File: src/include/status_event_summary_cfg.svh
// offsets, field positions and reset values of the status event summary block
`ifndef STATUS_EVENT_SUMMARY_CFG_SVH
`define STATUS_EVENT_SUMMARY_CFG_SVH
`define SES_BIT_OPC        0
`define SES_BIT_QUERY_ERR  2
`define SES_BIT_DEV_ERR    3
`define SES_BIT_EXEC_ERR   4
`define SES_BIT_CMD_ERR    5
`define SES_BIT_USER_REQ   6
`define SES_BIT_POWER_ON   7
`define SES_STD_USED_MASK  8'hfd
`define SES_OP_USED_MASK   16'h2739
`define SES_OP_CAL         0
`define SES_OP_SWEEP       3
`define SES_OP_MEAS        4
`define SES_OP_TRIG_WAIT   5
`define SES_OP_HARDCOPY    8
`define SES_OP_SCAN_AVAIL  9
`define SES_OP_RANGE_DONE  10
`define SES_OP_THRESHOLD   13
`define SES_STB_ESB        5
`define SES_STB_OPER       7
`define SES_MASK_RESET     8'h00
`define SES_OP_MASK_RESET  16'h0000
`endif

File: src/include/status_event_summary_pkg.sv
// types shared by the status event summary block
package status_event_summary_pkg;
  typedef logic [7:0]  byte_t;
  typedef logic [15:0] word_t;
  typedef enum logic [2:0]
  {
    OPC_IDLE  = 3'b001,
    OPC_ARMED = 3'b010,
    OPC_DONE  = 3'b100
  } opc_state_e;
endpackage

File: src/status_event_summary.sv
// status byte summary, standard event latch, parallel poll flag and operation register
`timescale 1ns/1ps
`include "status_event_summary_cfg.svh"

module status_event_summary
  import status_event_summary_pkg::*;
(
  input  wire logic  clk,
  input  wire logic  reset,
  input  wire byte_t status_bits_in,
  input  wire logic  poll_mask_wr,
  input  wire byte_t poll_mask_wdata,
  input  wire logic  event_mask_wr,
  input  wire byte_t event_mask_wdata,
  input  wire logic  event_latch_rd,
  input  wire logic  op_mask_wr,
  input  wire word_t op_mask_wdata,
  input  wire logic  op_event_rd,
  input  wire logic  opc_cmd,
  input  wire logic  cmds_pending,
  input  wire logic  query_err,
  input  wire logic  dev_err,
  input  wire logic  exec_err,
  input  wire logic  cmd_err,
  input  wire logic  go_local,
  input  wire logic  calibrating,
  input  wire logic  sweeping,
  input  wire logic  measuring,
  input  wire logic  trig_waiting,
  input  wire logic  hardcopy_busy,
  input  wire logic  scan_block_ready,
  input  wire logic  continuous_result_feed,
  input  wire logic  range_done,
  input  wire logic  threshold_active,
  output logic       local_summary_flag,
  output byte_t      parallel_poll_mask,
  output byte_t      standard_event_latch,
  output byte_t      standard_event_mask,
  output logic       event_summary_bit,
  output logic       oper_summary_bit,
  output word_t      operation_condition,
  output word_t      operation_activity,
  output word_t      operation_mask
);

  // ----------------------------------------------------------------
  // state
  // ----------------------------------------------------------------
  byte_t      ppm_ff;
  byte_t      esl_ff;
  byte_t      esm_ff;
  word_t      opc_cond_ff;
  word_t      op_evt_ff;
  word_t      op_mask_ff;
  logic       ist_ff;
  logic       esb_ff;
  logic       oper_ff;
  logic       pwr_pending_ff;
  opc_state_e opc_st_ff;
  opc_state_e nxt_opc_st;

  // bit positions that carry a meaning; the rest read zero in the latches and operation words, not in the event mask
  localparam byte_t STD_USED = `SES_STD_USED_MASK;
  localparam word_t OP_USED  = `SES_OP_USED_MASK;

  // ----------------------------------------------------------------
  // helpers
  // ----------------------------------------------------------------
  // a read strobe becomes the clear pattern of a latch word
  function automatic word_t clear_pattern(input logic rd);
    clear_pattern = rd ? 16'hffff : 16'h0000;
  endfunction

  // any event bit that is set together with its enable bit
  function automatic logic masked_any(input word_t evt, input word_t en);
    masked_any = |(evt & en);
  endfunction

  // ----------------------------------------------------------------
  // operation complete tracking
  // ----------------------------------------------------------------
  wire logic opc_fire = (opc_st_ff == OPC_ARMED) && !cmds_pending;

  always_comb
  begin
    nxt_opc_st = opc_st_ff;
    unique case (opc_st_ff)
      OPC_IDLE:  if (opc_cmd) nxt_opc_st = OPC_ARMED;
      OPC_ARMED: if (opc_fire) nxt_opc_st = OPC_DONE;
      OPC_DONE:  nxt_opc_st = opc_cmd ? OPC_ARMED : OPC_IDLE;
      default:   nxt_opc_st = OPC_IDLE;
    endcase
  end

  // ----------------------------------------------------------------
  // standard event sources
  // ----------------------------------------------------------------
  byte_t std_set;
  always_comb
  begin
    std_set = 8'h00;
    std_set[`SES_BIT_OPC]       = opc_fire;
    std_set[`SES_BIT_QUERY_ERR] = query_err;
    std_set[`SES_BIT_DEV_ERR]   = dev_err;
    std_set[`SES_BIT_EXEC_ERR]  = exec_err;
    std_set[`SES_BIT_CMD_ERR]   = cmd_err;
    std_set[`SES_BIT_USER_REQ]  = go_local;
    std_set[`SES_BIT_POWER_ON]  = pwr_pending_ff;
  end

  // read clears the latch; a set arriving in the same cycle wins, so an
  // event that lands on the read edge is reported by the next read
  wire byte_t std_clr = byte_t'(clear_pattern(event_latch_rd));
  wire byte_t nxt_esl;
  wire byte_t esl_rise;

  for (genvar i = 0; i < 8; i++)
  begin : g_std_bit
    // bit 1 has no source and stays at zero
    assign nxt_esl[i]  = ((esl_ff[i] & ~std_clr[i]) | std_set[i]) & STD_USED[i];
    assign esl_rise[i] = nxt_esl[i] & ~esl_ff[i];
  end

  // ----------------------------------------------------------------
  // event summary bit
  // ----------------------------------------------------------------
  // the summary is the level of latched and enabled bits; a fresh rise
  // is always part of that level, so no rising edge is ever missed
  wire byte_t nxt_esm   = event_mask_wr ? event_mask_wdata : esm_ff;
  wire logic  esb_level = masked_any({8'h00, nxt_esl}, {8'h00, nxt_esm});
  wire logic  esb_rise  = masked_any({8'h00, esl_rise}, {8'h00, nxt_esm});
  wire logic  nxt_esb   = esb_level | esb_rise;

  // ----------------------------------------------------------------
  // operation register
  // ----------------------------------------------------------------
  word_t op_cond;
  always_comb
  begin
    op_cond = 16'h0000;
    op_cond[`SES_OP_CAL]        = calibrating;
    op_cond[`SES_OP_SWEEP]      = sweeping | measuring;
    op_cond[`SES_OP_MEAS]       = sweeping | measuring;
    op_cond[`SES_OP_TRIG_WAIT]  = trig_waiting;
    op_cond[`SES_OP_HARDCOPY]   = hardcopy_busy;
    op_cond[`SES_OP_SCAN_AVAIL] = scan_block_ready & continuous_result_feed;
    op_cond[`SES_OP_RANGE_DONE] = range_done;
    op_cond[`SES_OP_THRESHOLD]  = threshold_active;
  end

  // events latch any activity seen until the controller reads them; the
  // live bits are kept apart so a poll can tell running from finished work
  wire word_t op_cond_m = op_cond & OP_USED;
  wire word_t op_clr    = clear_pattern(op_event_rd);
  wire word_t nxt_op_evt;

  for (genvar j = 0; j < 16; j++)
  begin : g_op_bit
    // a condition that is high on the read edge survives the clear
    assign nxt_op_evt[j] = (op_evt_ff[j] & ~op_clr[j]) | op_cond_m[j];
  end

  // ----------------------------------------------------------------
  // operation summary bit
  // ----------------------------------------------------------------
  // unused positions of the mask cannot be set, so they never hide a bit
  wire word_t nxt_op_mask = op_mask_wr ? (op_mask_wdata & OP_USED) : op_mask_ff;
  wire logic  nxt_oper    = masked_any(nxt_op_evt, nxt_op_mask);

  // ----------------------------------------------------------------
  // status byte and parallel poll flag
  // ----------------------------------------------------------------
  // bits 5 and 7 are produced here; bit 6 and the rest come from outside
  wire byte_t nxt_ppm = poll_mask_wr ? poll_mask_wdata : ppm_ff;
  byte_t      stb;

  always_comb
  begin
    stb                = status_bits_in;
    stb[`SES_STB_ESB]  = nxt_esb;
    stb[`SES_STB_OPER] = nxt_oper;
  end

  // every bit of the byte may take part, bit 6 included
  wire logic nxt_ist = masked_any({8'h00, stb}, {8'h00, nxt_ppm});

  // ----------------------------------------------------------------
  // mask registers
  // ----------------------------------------------------------------
  // masks keep their value until rewritten; reads do not disturb them
  always_ff @(posedge clk)
  begin
    if (reset)
    begin
      ppm_ff     <= `SES_MASK_RESET;
      esm_ff     <= `SES_MASK_RESET;
      op_mask_ff <= `SES_OP_MASK_RESET;
    end
    else
    begin
      ppm_ff     <= nxt_ppm;
      esm_ff     <= nxt_esm;
      op_mask_ff <= nxt_op_mask;
    end
  end

  // ----------------------------------------------------------------
  // event latches and the registered live operation condition
  // ----------------------------------------------------------------
  always_ff @(posedge clk)
  begin
    if (reset)
    begin
      esl_ff      <= 8'h00;
      opc_cond_ff <= 16'h0000;
      op_evt_ff   <= 16'h0000;
    end
    else
    begin
      esl_ff      <= nxt_esl;
      opc_cond_ff <= op_cond_m;
      op_evt_ff   <= nxt_op_evt;
    end
  end

  // ----------------------------------------------------------------
  // power on and operation complete
  // ----------------------------------------------------------------
  // the power on bit is raised by the first clock after reset, so a
  // reset in mid-run reports itself like a fresh power up
  always_ff @(posedge clk)
  begin
    if (reset)
    begin
      pwr_pending_ff <= 1'b1;
      opc_st_ff      <= OPC_IDLE;
    end
    else
    begin
      pwr_pending_ff <= 1'b0;
      opc_st_ff      <= nxt_opc_st;
    end
  end

  // ----------------------------------------------------------------
  // summary flags
  // ----------------------------------------------------------------
  // the flags come from the next-state words, so they never lag the
  // latches and masks that they summarise
  always_ff @(posedge clk)
  begin
    if (reset)
    begin
      ist_ff  <= 1'b0;
      esb_ff  <= 1'b0;
      oper_ff <= 1'b0;
    end
    else
    begin
      ist_ff  <= nxt_ist;
      esb_ff  <= nxt_esb;
      oper_ff <= nxt_oper;
    end
  end

  // ----------------------------------------------------------------
  // outputs, each straight from a flip-flop
  // ----------------------------------------------------------------
  assign local_summary_flag   = ist_ff;
  assign parallel_poll_mask   = ppm_ff;
  assign standard_event_latch = esl_ff;
  assign standard_event_mask  = esm_ff;
  assign event_summary_bit    = esb_ff;
  assign oper_summary_bit     = oper_ff;
  assign operation_condition  = opc_cond_ff;
  assign operation_activity   = op_evt_ff;
  assign operation_mask       = op_mask_ff;

endmodule

File: config.mk
export PLATFORM = sky130hd
export DESIGN_NAME = status_event_summary
export DESIGN_NICKNAME = d
export VERILOG_FILES = /design/src/include/status_event_summary_pkg.sv /design/src/status_event_summary.sv
export VERILOG_INCLUDE_DIRS = /design/src /design/src/include
export SDC_FILE = /design/constraint.sdc
export NUM_CORES = 1
export LEC_CHECK = 0
export CORE_MARGIN = 1
export CORE_UTILIZATION = 54
export DETAILED_ROUTE_END_ITERATION = 10
export DONT_BUFFER_PORTS = 1
export GPL_TIMING_DRIVEN = 0
export MAX_ROUTING_LAYER = met4
export PLACE_DENSITY = 0.69
export SETUP_SLACK_MARGIN = 0.1
export SKIP_CTS_REPAIR_TIMING = 1
export SLEW_MARGIN = 20
export SYNTH_ARGS = -nofsm -noshare
export SYNTH_HDL_FRONTEND = slang
export SYNTH_SLANG_ARGS = --single-unit
File: constraint.sdc
create_clock -name clk -period 1.9 [get_ports clk]
set_input_delay 0.095 -clock clk [delete_from_list [all_inputs] [get_ports clk]]
set_output_delay 0.095 -clock clk [all_outputs]
set_load 0.005 [all_outputs]
==> impl_metrics.sql <==
INSERT INTO impl_metrics (metric_group, metric, value, unit) VALUES
('yosys', 'synth_sequential_area_ratio', '55.9', '%'),
('outcome', 'violations', 'hold timing', ''),
('hold_path', 'worst_hold_startpoint', 'op_event_rd', ''),
('global_route', 'first_pass_grt_wire_length', '7.83', 'mm'),
('worst_setup_path', 'worst-r2r-cell-count', '5', ''),
('worst_setup_path', 'setup.worst_path.start', 'opc_st_ff[1]', ''),
('clocking', 'cts_tree', 'done', ''),
('global_route', 'grt_antenna_before_repair', '0', ''),
('die', 'fp.dieArea', '0.00485', 'mm2'),
('die', 'fp.coreArea', '0.00438', 'mm2'),
('layout', 'num-nets-final', '367', ''),
('worst_setup_path', 'critPathMaxFanout', '5', ''),
('clocking', 'clock-sinks', '69', ''),
('global_route', 'met1_usage', '27.1', '%'),
('routing', 'number_of_detailed_routing_iterations_run_before_antenna_repair', '4', ''),
('yosys', 'synth_compound_gate_area_share', '9.93', '%'),
('clocking', 'clock_latency', '320', 'ps'),
('global_route', 'gr-max-usage-layer', 'met2', ''),
('outcome', 'run_status', 'finished with violations', ''),
('power', 'power_per_cell_area', '958', 'mW/mm2'),
('yosys', 'netlist_instances', '247', ''),
('job', 'drv_cap', '0', ''),
('yosys', 'syn_avg_cell_area', '10.0', 'um2'),
('hold_path', 'worst_hold_path_type', 'in -> reg', ''),
('routing', 'avgViaCountPerCell', '5.25', ''),
('worst_setup_path', 'critPathKind', 'reg -> reg', ''),
('yosys', 'yosys_warnings', '0', ''),
('layout', 'final_util', '72.1', '%'),
('yosys', 'synth-seq-cells', '69', ''),
('global_route', 'grt_max_degree', '11', ''),
('routing', 'detail_route.iter0.violations', '95', ''),
('worst_setup_path', 'worstSetupEndpoint', 'local_summary_flag', ''),
('worst_setup_path', 'rr_endpoint', 'local_summary_flag', ''),
('place', 'numPortBuffers', '0', ''),
('sta', 'slew_of_the_pin_with_the_lowest_slew_margin', '504', 'ps'),
('yosys', 'unique_masters_post_synth', '32', ''),
('layout', 'layout.cells.most_common', 'sky130_fd_sc_hd__dfxtp_1', ''),
('routing', 'ant_nets', '0', ''),
('sta', 'rsz0062_at_grt', 'true', ''),
('die', 'starting_utilization_of_the_core_area', '56.3', '%'),
('worst_setup_path', 'worstPathRequired', '2100', 'ps'),
('sta', 'post-route-min-period', '1720', 'ps'),
('die', 'floorplan.die.height', '69.6', 'um'),
('die', 'ioPinCount', '138', ''),
('sta', 'timing_max_transition_violations_final', '0', ''),
('sta', 'min_period_over_period', '90.5', '%'),
('sta', 'holdWs', '-2.97', 'ps'),
('die', 'dieWidth', '69.6', 'um'),
('layout', 'layout.cells.most_common_list', '68 x sky130_fd_sc_hd__dfxtp_1, 42 x sky130_fd_sc_hd__nor2_1, 38 x sky130_fd_sc_hd__dlygate4sd3_1', ''),
('yosys', 'simple_gate_share_of_the_synthesized_area', '18.1', '%'),
('yosys', 'synthAdderAreaFrac', '0', '%'),
('routing', 'via_count', '1886', ''),
('routing', 'drt_wl_total', '5.56', 'mm'),
('routing', 'drcViolationCount', '0', ''),
('sta', 'worst_slew_margin_rel', '66.0', '%'),
('layout', 'final_layout_size_suffix_gt1_share', '11.4', '%'),
('layout', 'diode_insertion_count_for_antenna_repair', '0', ''),
('yosys', 'mappedNetlistArea', '0.00247', 'mm2'),
('clocking', 'number_of_clock_buffers_inserted_by_tritoncts', '9', ''),
('clocking', 'htree_levels', '3', ''),
('place', 'gpl.final_weighted_congestion', '0.748', ''),
('place', 'dp.final_hpwl', '3.77', 'mm'),
('worst_setup_path', 'launch_instance_of_the_worst_register_to_register_path', 'opc_st_ff[1]', ''),
('layout', 'synthToLayoutAreaGrowth', '28.0', '%'),
('sta', 'max_freq', '582', 'MHz'),
('sta', 'hold_vio_cnt_final', '1', ''),
('die', 'num_rows', '24', ''),
('power', 'p_leak', '1.36', 'nW'),
('routing', 'detail_route.wl_per_cell', '15.5', 'um'),
('global_route', 'first_global_vias', '1583', ''),
('clocking', 'clock_tree.root_cell', 'sky130_fd_sc_hd__clkbuf_8', '');
==> cell type report <==
class,count,area (um2)
plain buffers,19,124
clock buffers,13,169
well taps,52,65.1
repair buffers,38,380
multi-input cells,161,987
inverters,6,22.5
clock inverters,1,30.0
fillers,350,1220
flip-flops and latches,69,1380
==> cells by family (layout without fill, tap and decap cells) <==
| group | Yosys count | count (layout) |
|---|---|---|
| AO/OA/AOI/OAI | 40 | 40 |
| buffers and inverters | 25 | 77 |
| flip-flops | 69 | 69 |
| multiplexers | 24 | 24 |
| other | 1 | 9 |
| AND/OR/NAND/NOR | 88 | 88 |
==> stage by stage <==
stage	total power, mW	hold slack (ps)	std cells	cell area [um2]	setup WS [ps]
finish	3.03	-2.97	359	3160	181
detailed placement	1.82	123	307	2560	132
global route	3.17	17.5	359	3160	89.4
CTS	2.99	-225	321	2760	111
global placement	1.81	123	307	2560	135
floorplan	1.77	123	255	2500	300
==> worst min path at each step <==
stage                                         to  slack [ps]
after global routing      operation_activity[10]          20
final                     operation_activity[10]          -3
after detailed placement          pwr_pending_ff         120
after floorplan                   pwr_pending_ff         120
after global placement            pwr_pending_ff         120
after CTS                         pwr_pending_ff        -220
==> sequential cells by signal (all words and copies together) (netlist names) <==
signal	flops
operation_activity	16
operation_mask	16
parallel_poll_mask	8
standard_event_mask	8
operation_condition	7
standard_event_latch	7
opc_st_ff	3
event_summary_bit	1
local_summary_flag	1
oper_summary_bit	1
pwr_pending_ff	1
==> critical path, stage by stage (launching register included) <==
cell                       delay (ps)
sky130_fd_sc_hd__dfxtp_2          340
sky130_fd_sc_hd__nor4b_1          170
sky130_fd_sc_hd__o21bai_1         160
sky130_fd_sc_hd__o221ai_2         120
sky130_fd_sc_hd__or4_4            500
sky130_fd_sc_hd__a221o_1          320
==> cells in the mapped netlist, drive strengths merged <==
master / instances / area (um2)
o221a: 1 / 11.3
mux2i: 19 / 190
o22ai: 2 / 12.5
nor4: 1 / 6.26
a21oi: 22 / 110
conb: 1 / 3.75
clkbuf: 7 / 26.3
o21bai: 2 / 15.0
nor2: 42 / 158
nand2: 3 / 11.3
a211oi: 1 / 7.51
dfxtp: 69 / 1380
nand2b: 4 / 25.0
buf: 12 / 97.6
inv: 6 / 22.5
a21boi: 1 / 7.51
mux2: 5 / 56.3
nor4b: 1 / 8.76
o21ai: 2 / 10.0
o31ai: 1 / 7.51
or4: 1 / 7.51
a31oi: 1 / 6.26
nor4bb: 1 / 10.0
nor2b: 16 / 100
nand3: 1 / 5.00
nand3b: 2 / 15.0
o221ai: 1 / 8.76
and2: 16 / 100
a22o: 1 / 8.76
a221o: 1 / 10.0
a22oi: 4 / 30.0
==> routing by layer <==
layer	part of all wire, %	up-vias
met2	49	93
met5	0	-
met1	42	864
met4	1.0	0
li1	-	923
met3	8.4	6
==> power breakdown <==
part / internal [mW] / switching (mW)
clock network: 0.700 / 0.466
logic: 0.158 / 0.134
registers: 1.52 / 0.0528
total: 2.38 / 0.652
(Power assumes the default switching activity.)
